===== src/core/adc_scan_pkg.sv =====
// constants, register map and state codes for the converter scan sequencer
// assumes one 20 MHz system clock and a 1 MHz converter clock derived from it
package adc_scan_pkg;

  ////////////////////////////////////////////////////////////////////////////
  // widths
  localparam int ADDR_W = 8;
  localparam int DATA_W = 16;
  localparam int NCH = 7;
  localparam int RES_W = 10;
  localparam int SEL_W = 3;
  localparam int AVG_W = 3;
  localparam int ACC_W = 17;
  localparam int PASS_W = 8;
  localparam int SLOT_W = 9;
  localparam int DIV_W = 4;

  ////////////////////////////////////////////////////////////////////////////
  // channel select codes on the input multiplexer
  localparam logic [2:0] CH_SUPPLY_VOLT = 3'h0;
  localparam logic [2:0] CH_SUPPLY_CURR = 3'h1;
  localparam logic [2:0] CH_BATTERY_VOLT = 3'h2;
  localparam logic [2:0] CH_AUX_SENSE_A = 3'h3;
  localparam logic [2:0] CH_AUX_SENSE_B = 3'h4;
  localparam logic [2:0] CH_LEFT_SWITCH = 3'h5;
  localparam logic [2:0] CH_RIGHT_SWITCH = 3'h6;
  localparam logic [2:0] CH_LAST = CH_RIGHT_SWITCH;

  ////////////////////////////////////////////////////////////////////////////
  // register offsets
  localparam logic [7:0] OFF_CTRL = 8'h00;
  localparam logic [7:0] OFF_CHAN_EN = 8'h01;
  localparam logic [7:0] OFF_AVG = 8'h02;
  localparam logic [7:0] OFF_STATUS = 8'h03;
  localparam logic [7:0] OFF_RESULT0 = 8'h08;

  // control fields
  localparam int CTRL_SCAN_BIT = 0;
  localparam int CTRL_SRC_A_BIT = 1;
  localparam int CTRL_SRC_B_BIT = 2;
  localparam int CTRL_SRC_B_HI_BIT = 3;
  localparam int CTRL_W = 4;

  // status fields
  localparam int STAT_BUSY_BIT = 0;
  localparam int STAT_LEFT_BIT = 1;
  localparam int STAT_RIGHT_BIT = 2;
  localparam int STAT_BOOST_BIT = 3;
  localparam int STAT_DONE_BIT = 4;

  // reset values
  localparam logic [3:0] CTRL_RST = 4'h0;
  localparam logic [6:0] CHAN_EN_RST = 7'h7F;
  localparam logic [2:0] AVG_RST = 3'h0;

  ////////////////////////////////////////////////////////////////////////////
  // timing
  localparam int MCLK_HZ = 20_000_000;
  localparam int CONV_CLK_HZ = 1_000_000;
  localparam int SLOT_CONV_CYCLES = 14;
  localparam int MCLK_PER_CONV = MCLK_HZ / CONV_CLK_HZ;
  localparam int CONV_HALF_MCLK = MCLK_PER_CONV / 2;
  localparam int SLOT_MCLK = SLOT_CONV_CYCLES * MCLK_PER_CONV;
  localparam logic [8:0] SLOT_LAST = 9'(SLOT_MCLK - 1);
  localparam logic [3:0] DIV_LAST = 4'(CONV_HALF_MCLK - 1);

  ////////////////////////////////////////////////////////////////////////////
  // sequencer states
  typedef enum logic [2:0] {
    ST_IDLE = 3'b001,
    ST_CONV = 3'b010,
    ST_COMMIT = 3'b100
  } scan_state_t;

endpackage : adc_scan_pkg


===== src/core/chan_accum.sv =====
// one channel's sample accumulator and averaging shifter
// assumes the sequencer raises add only in the last cycle of a slot
`timescale 1ns/10ps
module chan_accum #(
  parameter logic [2:0] CH_ID = 3'h0
) (
  // clock and reset
  input wire logic mclk,
  input wire logic rst_n,
  // control from sequencer
  input wire logic clr,
  input wire logic add,
  input wire logic [adc_scan_pkg::SEL_W-1:0] sel,
  input wire logic [adc_scan_pkg::RES_W-1:0] sample,
  input wire logic [adc_scan_pkg::AVG_W-1:0] shift,
  // averaged value
  output logic [adc_scan_pkg::RES_W-1:0] avg
);
  import adc_scan_pkg::*;

  logic [ACC_W-1:0] acc_reg;
  logic [ACC_W-1:0] acc_next;
  wire logic hit_w = add && (sel == CH_ID);

  ////////////////////////////////////////////////////////////////////////////
  // accumulate, clear wins
  assign acc_next = clr ? '0 : (hit_w ? acc_reg + ACC_W'(sample) : acc_reg);
  assign avg = RES_W'(acc_reg >> shift);

  always_ff @(posedge mclk or negedge rst_n) begin
    if (!rst_n) begin
      acc_reg <= '0;
    end else begin
      acc_reg <= acc_next;
    end
  end
endmodule : chan_accum


===== src/core/adc_scan_sequencer.sv =====
// scan sequencer, averaging and result registers for a 10-bit converter
// assumes the analog core converts the selected input over one 14-clock slot
// and holds its result on conv_data in the last system cycle of that slot
//
// Behaviour
// up to seven channels are converted at 10 bits and all results are published together after a full scan.
// each channel has its own readable register holding an unsigned 10-bit raw value.
// the channels are supply voltage, supply current, battery voltage, two aux sense inputs and two switch senses.
// the converter clock is 1 MHz and each result takes 14 of its cycles.
// only enabled channels are converted, so refresh time scales with channels times averaging count.
// a programmable number of samples, up to 128, is averaged before results are updated.
// a software-enabled 20 uA source on aux sense input a may stay on during its conversion.
// a 20 uA or 100 uA source on aux sense input b may run during its conversion.
// each low-side switch has a light-load flag set when its current is below 4 mA.
// a readable boost light-load flag is set when output load current is below the threshold.
// enabled channels are visited round robin, skipping disabled ones, restarting after the last.
// each average is the sum of the samples divided by the count, truncated to 10 bits.
`timescale 1ns/10ps
module adc_scan_sequencer (
  // clock and reset
  input wire logic mclk,
  input wire logic rst_n,
  // register port
  input wire logic [adc_scan_pkg::ADDR_W-1:0] addr,
  input wire logic [adc_scan_pkg::DATA_W-1:0] wdata,
  input wire logic wr,
  input wire logic rd,
  output logic [adc_scan_pkg::DATA_W-1:0] rdata,
  // analog converter core
  output logic conv_clk,
  output logic conv_start,
  output logic [adc_scan_pkg::SEL_W-1:0] chan_sel,
  input wire logic [adc_scan_pkg::RES_W-1:0] conv_data,
  // current sources on the sense pins
  output logic aux_sense_a_src_en,
  output logic aux_sense_b_src_en,
  output logic aux_sense_b_src_hi,
  // load comparators
  input wire logic left_light_cmp,
  input wire logic right_light_cmp,
  input wire logic boost_light_cmp,
  // scan status
  output logic scan_busy,
  output logic results_updated
);
  import adc_scan_pkg::*;

  ////////////////////////////////////////////////////////////////////////////
  // next enabled channel after cur; top bit flags a wrap to the scan start
  function automatic logic [3:0] next_chan(input logic [NCH-1:0] mask, input logic [2:0] cur);
    logic [3:0] r;
    logic [2:0] idx;
    logic found;
    r = {1'b1, cur};
    found = 1'b0;
    for (int i = 1; i <= NCH; i++) begin
      idx = 3'((int'(cur) + i) % NCH);
      if (!found && mask[idx]) begin
        found = 1'b1;
        r = {(idx <= cur), idx};
      end
    end
    return r;
  endfunction : next_chan

  ////////////////////////////////////////////////////////////////////////////
  // registers
  logic [CTRL_W-1:0] ctrl_reg;
  logic [NCH-1:0] chan_en_reg;
  logic [AVG_W-1:0] avg_reg;
  logic [2:0] light_reg;
  logic done_flag_reg;
  scan_state_t state_reg;
  scan_state_t state_next;
  logic [NCH-1:0] scan_mask_reg;
  logic [AVG_W-1:0] scan_avg_reg;
  logic [SEL_W-1:0] chan_sel_reg;
  logic [SEL_W-1:0] chan_sel_next;
  logic [SLOT_W-1:0] slot_cnt_reg;
  logic [SLOT_W-1:0] slot_cnt_next;
  logic [DIV_W-1:0] div_cnt_reg;
  logic [DIV_W-1:0] div_cnt_next;
  logic conv_clk_reg;
  logic conv_clk_next;
  logic conv_start_reg;
  logic [PASS_W-1:0] pass_cnt_reg;
  logic [PASS_W-1:0] pass_cnt_next;
  logic [RES_W-1:0] result_reg [NCH];
  logic [DATA_W-1:0] rdata_reg;
  logic [DATA_W-1:0] rdata_next;
  logic src_a_reg;
  logic src_b_reg;
  logic src_b_hi_reg;
  logic busy_reg;
  logic upd_reg;
  logic [RES_W-1:0] avg_w [NCH];

  ////////////////////////////////////////////////////////////////////////////
  // register decode
  wire logic wr_ctrl_w = wr && (addr == OFF_CTRL);
  wire logic wr_chan_w = wr && (addr == OFF_CHAN_EN);
  wire logic wr_avg_w = wr && (addr == OFF_AVG);
  wire logic wr_stat_w = wr && (addr == OFF_STATUS);
  wire logic [ADDR_W-1:0] res_idx_w = addr - OFF_RESULT0;
  wire logic res_hit_w = (addr >= OFF_RESULT0) && (res_idx_w < ADDR_W'(NCH));
  wire logic [2:0] light_clr_w = wr_stat_w ? {wdata[STAT_BOOST_BIT], wdata[STAT_RIGHT_BIT], wdata[STAT_LEFT_BIT]}
                                           : 3'h0;
  wire logic done_clr_w = wr_stat_w && wdata[STAT_DONE_BIT];

  ////////////////////////////////////////////////////////////////////////////
  // sequencing terms
  wire logic in_conv_w = (state_reg == ST_CONV);
  wire logic slot_last_w = in_conv_w && (slot_cnt_reg == SLOT_LAST);
  wire logic [3:0] nxt_w = next_chan(scan_mask_reg, chan_sel_reg);
  wire logic wrap_w = nxt_w[3];
  wire logic [PASS_W-1:0] pass_target_w = PASS_W'(9'h001 << scan_avg_reg) - 8'h01;
  wire logic pass_last_w = (pass_cnt_reg == pass_target_w);
  wire logic scan_end_w = slot_last_w && wrap_w && pass_last_w;
  wire logic can_start_w = ctrl_reg[CTRL_SCAN_BIT] && (|chan_en_reg);
  wire logic launch_w = ((state_reg == ST_IDLE) || (state_reg == ST_COMMIT)) && can_start_w;
  wire logic [3:0] first_w = next_chan(chan_en_reg, CH_LAST);
  wire logic slot_begin_w = launch_w || (slot_last_w && !scan_end_w);

  ////////////////////////////////////////////////////////////////////////////
  // state and counters
  assign state_next = launch_w ? ST_CONV :
                      scan_end_w ? ST_COMMIT :
                      (state_reg == ST_COMMIT) ? ST_IDLE : state_reg;
  assign chan_sel_next = launch_w ? first_w[2:0] :
                         slot_last_w ? nxt_w[2:0] : chan_sel_reg;
  assign slot_cnt_next = slot_begin_w ? '0 :
                         in_conv_w ? slot_cnt_reg + 9'h001 : slot_cnt_reg;
  assign pass_cnt_next = launch_w ? '0 :
                         (slot_last_w && wrap_w) ? pass_cnt_reg + 8'h01 : pass_cnt_reg;
  assign div_cnt_next = (launch_w || !in_conv_w || div_cnt_reg == DIV_LAST) ? '0 : div_cnt_reg + 4'h1;
  assign conv_clk_next = launch_w ? 1'b0 :
                         (in_conv_w && div_cnt_reg == DIV_LAST) ? !conv_clk_reg : conv_clk_reg;

  always_ff @(posedge mclk or negedge rst_n) begin
    if (!rst_n) begin
      state_reg <= ST_IDLE;
      chan_sel_reg <= CH_SUPPLY_VOLT;
      slot_cnt_reg <= '0;
      pass_cnt_reg <= '0;
      div_cnt_reg <= '0;
      conv_clk_reg <= 1'b0;
      conv_start_reg <= 1'b0;
    end else begin
      state_reg <= state_next;
      chan_sel_reg <= chan_sel_next;
      slot_cnt_reg <= slot_cnt_next;
      pass_cnt_reg <= pass_cnt_next;
      div_cnt_reg <= div_cnt_next;
      conv_clk_reg <= conv_clk_next;
      conv_start_reg <= slot_begin_w;
    end
  end

  // scan set is frozen at launch
  always_ff @(posedge mclk or negedge rst_n) begin
    if (!rst_n) begin
      scan_mask_reg <= '0;
      scan_avg_reg <= '0;
    end else if (launch_w) begin
      scan_mask_reg <= chan_en_reg;
      scan_avg_reg <= avg_reg;
    end
  end

  ////////////////////////////////////////////////////////////////////////////
  // per-channel accumulators
  for (genvar g = 0; g < NCH; g++) begin : g_acc
    chan_accum #(.CH_ID(3'(g))) u_acc (
      .mclk(mclk),
      .rst_n(rst_n),
      .clr(launch_w),
      .add(slot_last_w),
      .sel(chan_sel_reg),
      .sample(conv_data),
      .shift(scan_avg_reg),
      .avg(avg_w[g])
    );
  end

  // results of all scanned channels published in one cycle once the scan completes
  always_ff @(posedge mclk or negedge rst_n) begin
    if (!rst_n) begin
      for (int i = 0; i < NCH; i++) begin
        result_reg[i] <= '0;
      end
    end else if (state_reg == ST_COMMIT) begin
      for (int i = 0; i < NCH; i++) begin
        if (scan_mask_reg[i]) begin
          result_reg[i] <= avg_w[i];
        end
      end
    end
  end

  ////////////////////////////////////////////////////////////////////////////
  // software registers
  always_ff @(posedge mclk or negedge rst_n) begin
    if (!rst_n) begin
      ctrl_reg <= CTRL_RST;
      chan_en_reg <= CHAN_EN_RST;
      avg_reg <= AVG_RST;
    end else begin
      if (wr_ctrl_w) begin
        ctrl_reg <= wdata[CTRL_W-1:0];
      end
      if (wr_chan_w) begin
        chan_en_reg <= wdata[NCH-1:0];
      end
      if (wr_avg_w) begin
        avg_reg <= wdata[AVG_W-1:0];
      end
    end
  end

  // sticky flags, a set in the clearing cycle wins
  always_ff @(posedge mclk or negedge rst_n) begin
    if (!rst_n) begin
      light_reg <= 3'h0;
      done_flag_reg <= 1'b0;
    end else begin
      light_reg <= (light_reg & ~light_clr_w) | {boost_light_cmp, right_light_cmp, left_light_cmp}; // see R09
      done_flag_reg <= (done_flag_reg && !done_clr_w) || (state_reg == ST_COMMIT);
    end
  end

  ////////////////////////////////////////////////////////////////////////////
  // read mux, data valid the cycle after the strobe only
  wire logic [DATA_W-1:0] status_w = DATA_W'({done_flag_reg, light_reg, busy_reg});
  assign rdata_next = !rd ? '0 :
                      (addr == OFF_CTRL) ? DATA_W'(ctrl_reg) :
                      (addr == OFF_CHAN_EN) ? DATA_W'(chan_en_reg) :
                      (addr == OFF_AVG) ? DATA_W'(avg_reg) :
                      (addr == OFF_STATUS) ? status_w :
                      res_hit_w ? DATA_W'(result_reg[res_idx_w[2:0]]) : '0;

  always_ff @(posedge mclk or negedge rst_n) begin
    if (!rst_n) begin
      rdata_reg <= '0;
      src_a_reg <= 1'b0;
      src_b_reg <= 1'b0;
      src_b_hi_reg <= 1'b0;
      busy_reg <= 1'b0;
      upd_reg <= 1'b0;
    end else begin
      rdata_reg <= rdata_next;
      src_a_reg <= ctrl_reg[CTRL_SRC_A_BIT];
      src_b_reg <= ctrl_reg[CTRL_SRC_B_BIT];
      src_b_hi_reg <= ctrl_reg[CTRL_SRC_B_HI_BIT];
      busy_reg <= (state_next != ST_IDLE);
      upd_reg <= (state_reg == ST_COMMIT);
    end
  end

  ////////////////////////////////////////////////////////////////////////////
  // outputs
  assign rdata = rdata_reg;
  assign conv_clk = conv_clk_reg;
  assign conv_start = conv_start_reg;
  assign chan_sel = chan_sel_reg;
  assign aux_sense_a_src_en = src_a_reg;
  assign aux_sense_b_src_en = src_b_reg;
  assign aux_sense_b_src_hi = src_b_hi_reg;
  assign scan_busy = busy_reg;
  assign results_updated = upd_reg;
endmodule : adc_scan_sequencer


===== config.mk =====
export PLATFORM = sky130hd
export DESIGN_NAME = adc_scan_sequencer
export DESIGN_NICKNAME = d
export VERILOG_FILES = /design/src/core/adc_scan_pkg.sv /design/src/core/chan_accum.sv /design/src/core/adc_scan_sequencer.sv
export SDC_FILE = /design/constraint.sdc
export NUM_CORES = 1
export LEC_CHECK = 0
export ABC_AREA = 1
export BUFFER_PORTS_ARGS = -buffer_cell sky130_fd_sc_hd__buf_2
export CORE_MARGIN = 4
export CORE_UTILIZATION = 60
export CTS_CLUSTER_DIAMETER = 50
export DETAILED_ROUTE_END_ITERATION = 16
export HOLD_SLACK_MARGIN = 0.06
export PLACE_DENSITY = 0.81
export SYNTH_ARGS = -nofsm -noshare
export SYNTH_HDL_FRONTEND = slang
export SYNTH_HIERARCHICAL = 1
export SYNTH_SLANG_ARGS = --single-unit

===== constraint.sdc =====
create_clock -name mclk -period 5.75 [get_ports mclk]
set_input_delay 1.15 -clock mclk [delete_from_list [all_inputs] [get_ports mclk]]
set_output_delay 1.15 -clock mclk [all_outputs]
set_load 0.005 [all_outputs]

=== Yosys cells after proc, flatten, opt, wreduce, memory -nomap -nowiden ===
Cells that the tools add are included.

* Flip-flop bits (word level): 261
* Output and inout bits: 26

* Add/subtract/negate cells: 19
* Divide/modulo/power cells: 7
* $lt $le $gt $ge: 17
* Eq/ne operators: 16
* Shift operators: 8
* Muxes and demuxes: 76
* Bitwise operators: 4
* Reductions and logical operators: 77

{| class="wikitable"
|+ Operators with widths
! kind !! count
|-
| 2-to-1 mux 17 bit || 14
|-
| modulo 32 x 4 -> 32 bit (second input constant) || 7
|-
| adder 17 x 10 -> 17 bit || 7
|-
| right shift 17 x 3 -> 10 bit || 7
|-
| 2-to-1 mux 10 bit || 8
|-
| 2-to-1 mux 3 bit || 13
|-
| logical AND 1 bit || 33
|-
| 2-to-1 mux 4 bit || 8
|-
| binary-select mux 10 bit (select 3 bit) || 1
|-
| < comparator 3 x 4 -> 1 bit (second input constant) || 7
|-
| nonzero test 2 bit || 11
|-
| binary-select mux 1 bit (select 3 bit) || 7
|-
| less-or-equal comparator 3 bit || 7
|-
| 2-to-1 mux 1 bit || 21
|-
| 2-to-1 mux 9 bit || 2
|-
| adder 3 x 3 -> 4 bit (second input constant) || 4
|-
| == test 8 x 2 -> 1 bit (second input constant) || 2
|-
| zero test 1 bit || 16
|-
| 2-to-1 mux 8 bit || 2
|-
| AND reduction 2 bit || 8
|-
| == test 3 bit (second input constant) || 4
|-
| adder 9 x 1 -> 9 bit (second input constant) || 1
|-
| == test 3 x 2 -> 1 bit (second input constant) || 3
|-
| == test 9 bit (second input constant) || 1
|-
| other kinds (24) || 30
|}

=== Longest topological paths before layout ===
* Depth in word-level cells: 29
* Depth in mapped cells: 30

=== Modules after synthesis ===
The synthesis kept the hierarchy.

{| class="wikitable"
|+ By module, submodules not included
! module !! times used !! cells each !! area each (um^2)
|-
| adc_scan_sequencer || 1 || 1082 || 9168.8
|-
| chan_accum (g_acc[5].u_acc ...) || 2 || 301 || 1851.8
|-
| chan_accum (g_acc[1].u_acc ...) || 2 || 300 || 1820.5
|-
| chan_accum (g_acc[3].u_acc) || 1 || 305 || 1851.8
|-
| chan_accum (g_acc[0].u_acc) || 1 || 302 || 1816.7
|-
| chan_accum (g_acc[4].u_acc) || 1 || 307 || 1810.5
|}

=== Worst setup path after synthesis ===
Ideal clock, no wire load.

* Kind: register to register
* Start point: register chan_sel_reg[0] (netlist: chan_sel[0])
* End point: register slot_cnt_reg[0]
* Library setup time: 0.121 ns
* Arrival: 4.116 ns
* Required time: 5.629 ns
* Path slack: 1.514 ns
* Stages on the path, launching flop included: 28
* Path buffers: 2
* Path through: dfrtp_1 > buf_4 > inv_2 > ha_1 > buf_2 > inv_2 > ha_1 > ha_1 > inv_1 > nand2_2 > xor2_1 > ha_1 > nand3_2 > nand2_2 > inv_2 > nand2_1 > o21a_1 > inv_1 > ha_1 > nand2_1 > o21ai_0 > nand2_1 > nor2_4 > nor2_4 > nand3_4 > nand2_4 > nand2_8 > nor2_2

* Word-level cells in the longest chain between the ends: 29

{| class="wikitable"
|+ RTL lines
! element !! RTL line !! source
|-
| start: declaration || adc_scan_sequencer.sv:77 || <nowiki>logic [SEL_W-1:0] chan_sel_reg;</nowiki>
|-
| start signal: assignment || adc_scan_sequencer.sv:150 || <nowiki>chan_sel_reg <= chan_sel_next;</nowiki>
|-
| adder 3 x 1 -> 4 bit || adc_scan_sequencer.sv:57 || <nowiki>idx = 3'((int'(cur) + i) % NCH);</nowiki>
|-
| modulo 32 x 4 -> 32 bit || adc_scan_sequencer.sv:57 ||
|-
| binary-select mux 1 bit (select 3 bit) || adc_scan_sequencer.sv:58 || <nowiki>if (!found && mask[idx]) begin</nowiki>
|-
| 2-to-1 mux 1 bit (not written as such) || adc_scan_sequencer.sv:58 ||
|-
| 2-to-1 mux 1 bit || adc_scan_sequencer.sv:58 ||
|-
| zero test 1 bit || adc_scan_sequencer.sv:58 ||
|-
| logical AND 1 bit || adc_scan_sequencer.sv:58 ||
|-
| 2-to-1 mux 1 bit || adc_scan_sequencer.sv:58 ||
|-
| [... 13 more ...] || n/a ||
|-
| logical AND 1 bit || adc_scan_sequencer.sv:58 ||
|-
| 2-to-1 mux 4 bit (*) || adc_scan_sequencer.sv:58 ||
|-
| logical AND 1 bit (*) (2 in a row) || adc_scan_sequencer.sv:118 || <nowiki>wire logic scan_end_w = slot_last_w && wrap_w && pass_last_w;</nowiki>
|-
| zero test 1 bit (*) || adc_scan_sequencer.sv:122 || <nowiki>wire logic slot_begin_w = launch_w || (slot_last_w && !scan_end_w);</nowiki>
|-
| logical AND 1 bit (*) || adc_scan_sequencer.sv:122 ||
|-
| logical OR 1 bit (*) || adc_scan_sequencer.sv:122 ||
|-
| named net slot_begin_w || adc_scan_sequencer.sv:122 ||
|-
| 2-to-1 mux 9 bit / nonzero test 2 bit (equally long branches) || n/a ||
|-
| end signal: assignment || adc_scan_sequencer.sv:151 || <nowiki>slot_cnt_reg <= slot_cnt_next;</nowiki>
|-
| end: declaration || adc_scan_sequencer.sv:79 || <nowiki>logic [SLOT_W-1:0] slot_cnt_reg;</nowiki>
|}

The timed path passes the listed nets; every way through them passes the cells marked *. The select of a mux whose other input is x is not followed.
A chain may end at the register's enable or synchronous reset.

=== Worst setup path after layout ===
* Start point: register chan_sel_reg[1] (netlist: chan_sel[1])
* End point: register pass_cnt_reg[3]

* Word-level cells in the longest chain between the ends: 25

{| class="wikitable"
|+ RTL lines
! element !! RTL line !! source
|-
| adder 3 x 1 -> 4 bit || adc_scan_sequencer.sv:57 ||
|-
| modulo 32 x 4 -> 32 bit || adc_scan_sequencer.sv:57 ||
|-
| binary-select mux 1 bit (select 3 bit) || adc_scan_sequencer.sv:58 ||
|-
| 2-to-1 mux 1 bit (not written as such) || adc_scan_sequencer.sv:58 ||
|-
| 2-to-1 mux 1 bit || adc_scan_sequencer.sv:58 ||
|-
| zero test 1 bit || adc_scan_sequencer.sv:58 ||
|-
| logical AND 1 bit || adc_scan_sequencer.sv:58 ||
|-
| 2-to-1 mux 1 bit || adc_scan_sequencer.sv:58 ||
|-
| [... 9 more ...] || n/a ||
|-
| zero test 1 bit || adc_scan_sequencer.sv:58 ||
|-
| logical AND 1 bit || adc_scan_sequencer.sv:58 ||
|-
| 2-to-1 mux 1 bit || adc_scan_sequencer.sv:58 ||
|-
| zero test 1 bit || adc_scan_sequencer.sv:58 ||
|-
| logical AND 1 bit || adc_scan_sequencer.sv:58 ||
|-
| 2-to-1 mux 4 bit (*) || adc_scan_sequencer.sv:58 ||
|-
| logical AND 1 bit (*) || adc_scan_sequencer.sv:134 || <nowiki>(slot_last_w && wrap_w) ? pass_cnt_reg + 8'h01 : pass_cnt_reg;</nowiki>
|-
| nonzero test 2 bit (no line) (*) || n/a ||
|-
| end signal: assignment || adc_scan_sequencer.sv:152 || <nowiki>pass_cnt_reg <= pass_cnt_next;</nowiki>
|-
| end: declaration || adc_scan_sequencer.sv:86 || <nowiki>logic [PASS_W-1:0] pass_cnt_reg;</nowiki>
|}

Every way passes the cells marked *; elsewhere a longest branch is shown, timed or not. The select of a mux whose other input is x is not followed.

==> results by group <==
Outcome
  • Outcome: completed

Synthesis
  • Ys async rst share: 100.0%
  • Synth cell types: 63
  • Cell area after synthesis: 21990 µm²
  • Syn avg cell area: 6.877 µm²
  • Post-synthesis sequential area ratio: 29.74%
  • Ys flop type: dfrtp_1
  • Seq cells post-synth: 261
  • Synthesis Warnings: 6
  • EDFF count, synth: 0
  • Number of cells produced by synthesis: 3198

STA
  • Worst slew margin: 32.20%
  • Worst clock skew: 0.03151 ns
  • Setup TNS after final layout: 0 ns
  • Tcrit/Tclk final: 77.64%
  • Hold Vio Cnt, Final: 0
  • Fmax: 224.0 MHz
  • Slew Viols, Final: 0
  • Post-route minimum period: 4.464 ns
  • RSZ-0062 raised after global routing: false
  • Slew @ Worst Pin: 1.017 ns
  • Setup violators final: 0

Clocking
  • Post-CTS Resized: 0
  • CTS tree: yes
  • # clock sinks: 261
  • CTS Hold Buffers Added: 0
  • Root buffer cell: clkbuf_16
  • Total CTS buffers: 40
  • Clk Latency, worst-skew pair: 0.58 ns
  • Clk buf depth: 3
  • Post-CTS Setup Bufs: 0
  • Clock transition at path regs: 0.06 ns
  • CTS HTree Levels: 2

Power and ir drop
  • Clk pwr share: 53.7%
  • Combinational share of power: 7.7%
  • Net Sw Power: 0.001287 W
  • Reg power frac: 38.6%
  • Internal: 0.003512 W
  • Pwr dens: 200.9 nW/µm²
  • Sw frac: 26.82%
  • Peak supply drop: 0.0002343 V
  • Leak: 12.38 nW

Critical path
  • CP max FO: 17
  • Crit Path Class: flip-flop to flip-flop
  • FF-to-FF Start: chan_sel[1]$_DFFE_PN0P_
  • Cell count of the worst reg-to-reg path: 25
  • Worst EP arrival: 4.98 ns
  • CP Launch Type: flip-flop
  • RR Endpoint: pass_cnt_reg[3]$_DFFE_PN0P_
  • R2R Setup Slk: 1.29 ns
  • Worst endpoint required time: 6.26 ns
  • Crit. End Element: flip-flop

Floorplan
  • Die height: 199.5 µm
  • Die area: 39780 µm²
  • Number of placed I/O pins: 67
  • Rows: 69
  • Die X: 199.5 µm
  • Core area: 35830 µm²
  • Initial Util: 61.38%

Global route
  • First-pass GRT wire length: 99980 µm
  • GR Overflow Total: 0
  • GRT Total Usage: 30.64%
  • Vias in the first global route: 20730
  • Largest net degree at the start of global routing: 108
  • Initial antenna violation count: 0

Drt
  • Via count: 21544
  • DRT Pass-1 Iters: 7
  • Vias/cell: 5.791
  • Antenna Nets Post-Route: 0
  • Post-route DRC: 0
  • Final wirelength: 61250 µm
  • WL per Instance: 16.46 µm
  • Drt initial violations: 1928

Hold path
  • WHS Path Cells: 0
  • Hold Path End: aux_sense_a_src_en$_DFF_PN0_
  • Worst hold start: ctrl_reg[1]$_DFFE_PN0P_
  • HP Class: flip-flop to flip-flop

Placed design
  • Routability congestion estimate: 0.9540
  • HPWL after DPL: 44700 µm
  • Port Buffers: 51
  • Placed instance count: 3646

Layout
  • Ant. Diodes: 0
  • Area growth from synthesis to layout: 8.619%
  • Max FFs per register: 119
  • Layout cells sized above 1: 13.10%
  • Nets: 3396
  • Fin cells: 3720

Run
  • Max-cap violations: 0
[layout by cell type, fill, tap and decap left out, drive strengths merged, types with 5 or more instances in the layout]
cell / count
mux2: 70
nand3: 268
o21ai: 358
clkinv: 16
a21oi: 153
ha: 121
o211ai: 7
o21bai: 8
inv: 473
dfrtp: 253
nand2: 916
buf: 62
fa: 7
nor3: 34
mux2i: 25
xnor2: 6
xor2: 25
dfstp: 8
nor2: 267
nand4: 21
o22ai: 47
and2: 7
nor4: 5
conb: 6
or2: 8
clkbuf: 47
a32o: 6
o221ai: 5
[area by class of cell]
type	count	area [µm²]
well taps	461	576.8
flip-flops and latches	261	6549
multi-input cells	2393	13230
repair buffers	62	360.3
fillers	3035	11940
clock buffers	47	1067
inverters	469	1765
clock inverters	27	342.8
[worst max-delay path by stage]
stage / to / cells after the start / slack, ns / start
2_1_floorplan: slot_cnt_reg[0]$_DFFE_PN0P_ / 27 / 1.51 / chan_sel[0]$_DFFE_PN0P_
5_1_grt: pass_cnt_reg[4]$_DFFE_PN0P_ / 25 / 0.87 / chan_sel[1]$_DFFE_PN0P_
6_report: pass_cnt_reg[3]$_DFFE_PN0P_ / 25 / 1.29 / chan_sel[1]$_DFFE_PN0P_
3_5_place_dp: pass_cnt_reg[4]$_DFFE_PN0P_ / 25 / 1.29 / chan_sel[1]$_DFFE_PN0P_
3_3_place_gp: pass_cnt_reg[4]$_DFFE_PN0P_ / 25 / 1.50 / chan_sel[1]$_DFFE_PN0P_
4_1_cts: pass_cnt_reg[0]$_DFFE_PN0P_ / 25 / 1.26 / chan_sel[1]$_DFFE_PN0P_
[critical path, cell delays in order (launching register included)]
cell and delay, ns:
dfrtp_1 0.38, inv_2 0.33, ha_1 0.45, ha_1 0.27, ha_1 0.20, inv_1 0.11
nand2_2 0.08, xor2_1 0.26, ha_1 0.24, nand3_2 0.12, nand2_2 0.12, nand2_1 0.07
o21ai_2 0.11, inv_2 0.10, ha_1 0.31, nand2_1 0.07, nor2_1 0.04, a211oi_1 0.20
a31oi_1 0.09, nand4_1 0.12, nand3_2 0.09, nor2_4 0.18, nand2_4 0.12, nand2_4 0.13
nand3b_1 0.09, nand2_1 0.10
[routing by layer]
layer	vias up	track usage, %	part of all wire (%)
met5	-	0	0
met1	10053	39.92	42
met2	795	50.59	46
met4	0	13.33	4.4
li1	10519	-	-
met3	177	5.142	7.4
[power by group through the flow]
stage / clock, W / combinational (W) / sequential [W]
after CTS: 0.00260 / 0.000366 / 0.00185
after floorplan: 0 / 0.000232 / 0.00188
final: 0.00258 / 0.000370 / 0.00185
after global placement: 0 / 0.000352 / 0.00189
after detailed placement: 0 / 0.000363 / 0.00189
after global routing: 0.00268 / 0.000419 / 0.00185
[synth_stat cells (47+ instances only)]
master | count | area (µm²)
ha_1 | 121 | 1514
mux2_2 | 70 | 788.3
nor2_1 | 220 | 825.8
nand3_1 | 226 | 1131
o21ai_0 | 256 | 1281
a21oi_1 | 146 | 730.7
nand2_1 | 858 | 3221
o22ai_1 | 47 | 294.0
dfrtp_1 | 253 | 6331
nand2_2 | 47 | 294.0
inv_1 | 430 | 1614
o21ai_1 | 95 | 475.5
[kinds of logic after synthesis]
| logic type | after synthesis | share of synthesized area [%] |
|---|---|---|
| fa+ha+maj | 128 | 7.521 |
| flops | 261 | 29.74 |
| buf+inv | 549 | 10.25 |
| simple gates | 1528 | 31.56 |
| mux | 95 | 4.722 |
| compound gates | 605 | 14.95 |
| other cells | 1 | 0.01705 |
| xor+xnor | 31 | 1.235 |
[through the flow]
stage                     util (%)  hold slack, ns  instance area [µm²]  power (W)  setup slack [ns]
final                        66.67          0.4299                23890   0.004800             1.286
after CTS                    66.67          0.4227                23890   0.004821             1.263
after global placement       62.74          0.4000                22480   0.002237             1.501
after floorplan                  -          0.3744                22010   0.002115             1.514
after global routing         66.67          0.4454                23890   0.004950            0.8708
after detailed placement     62.74          0.4062                22480   0.002248             1.287
Power figures use the tool's default switching activity.
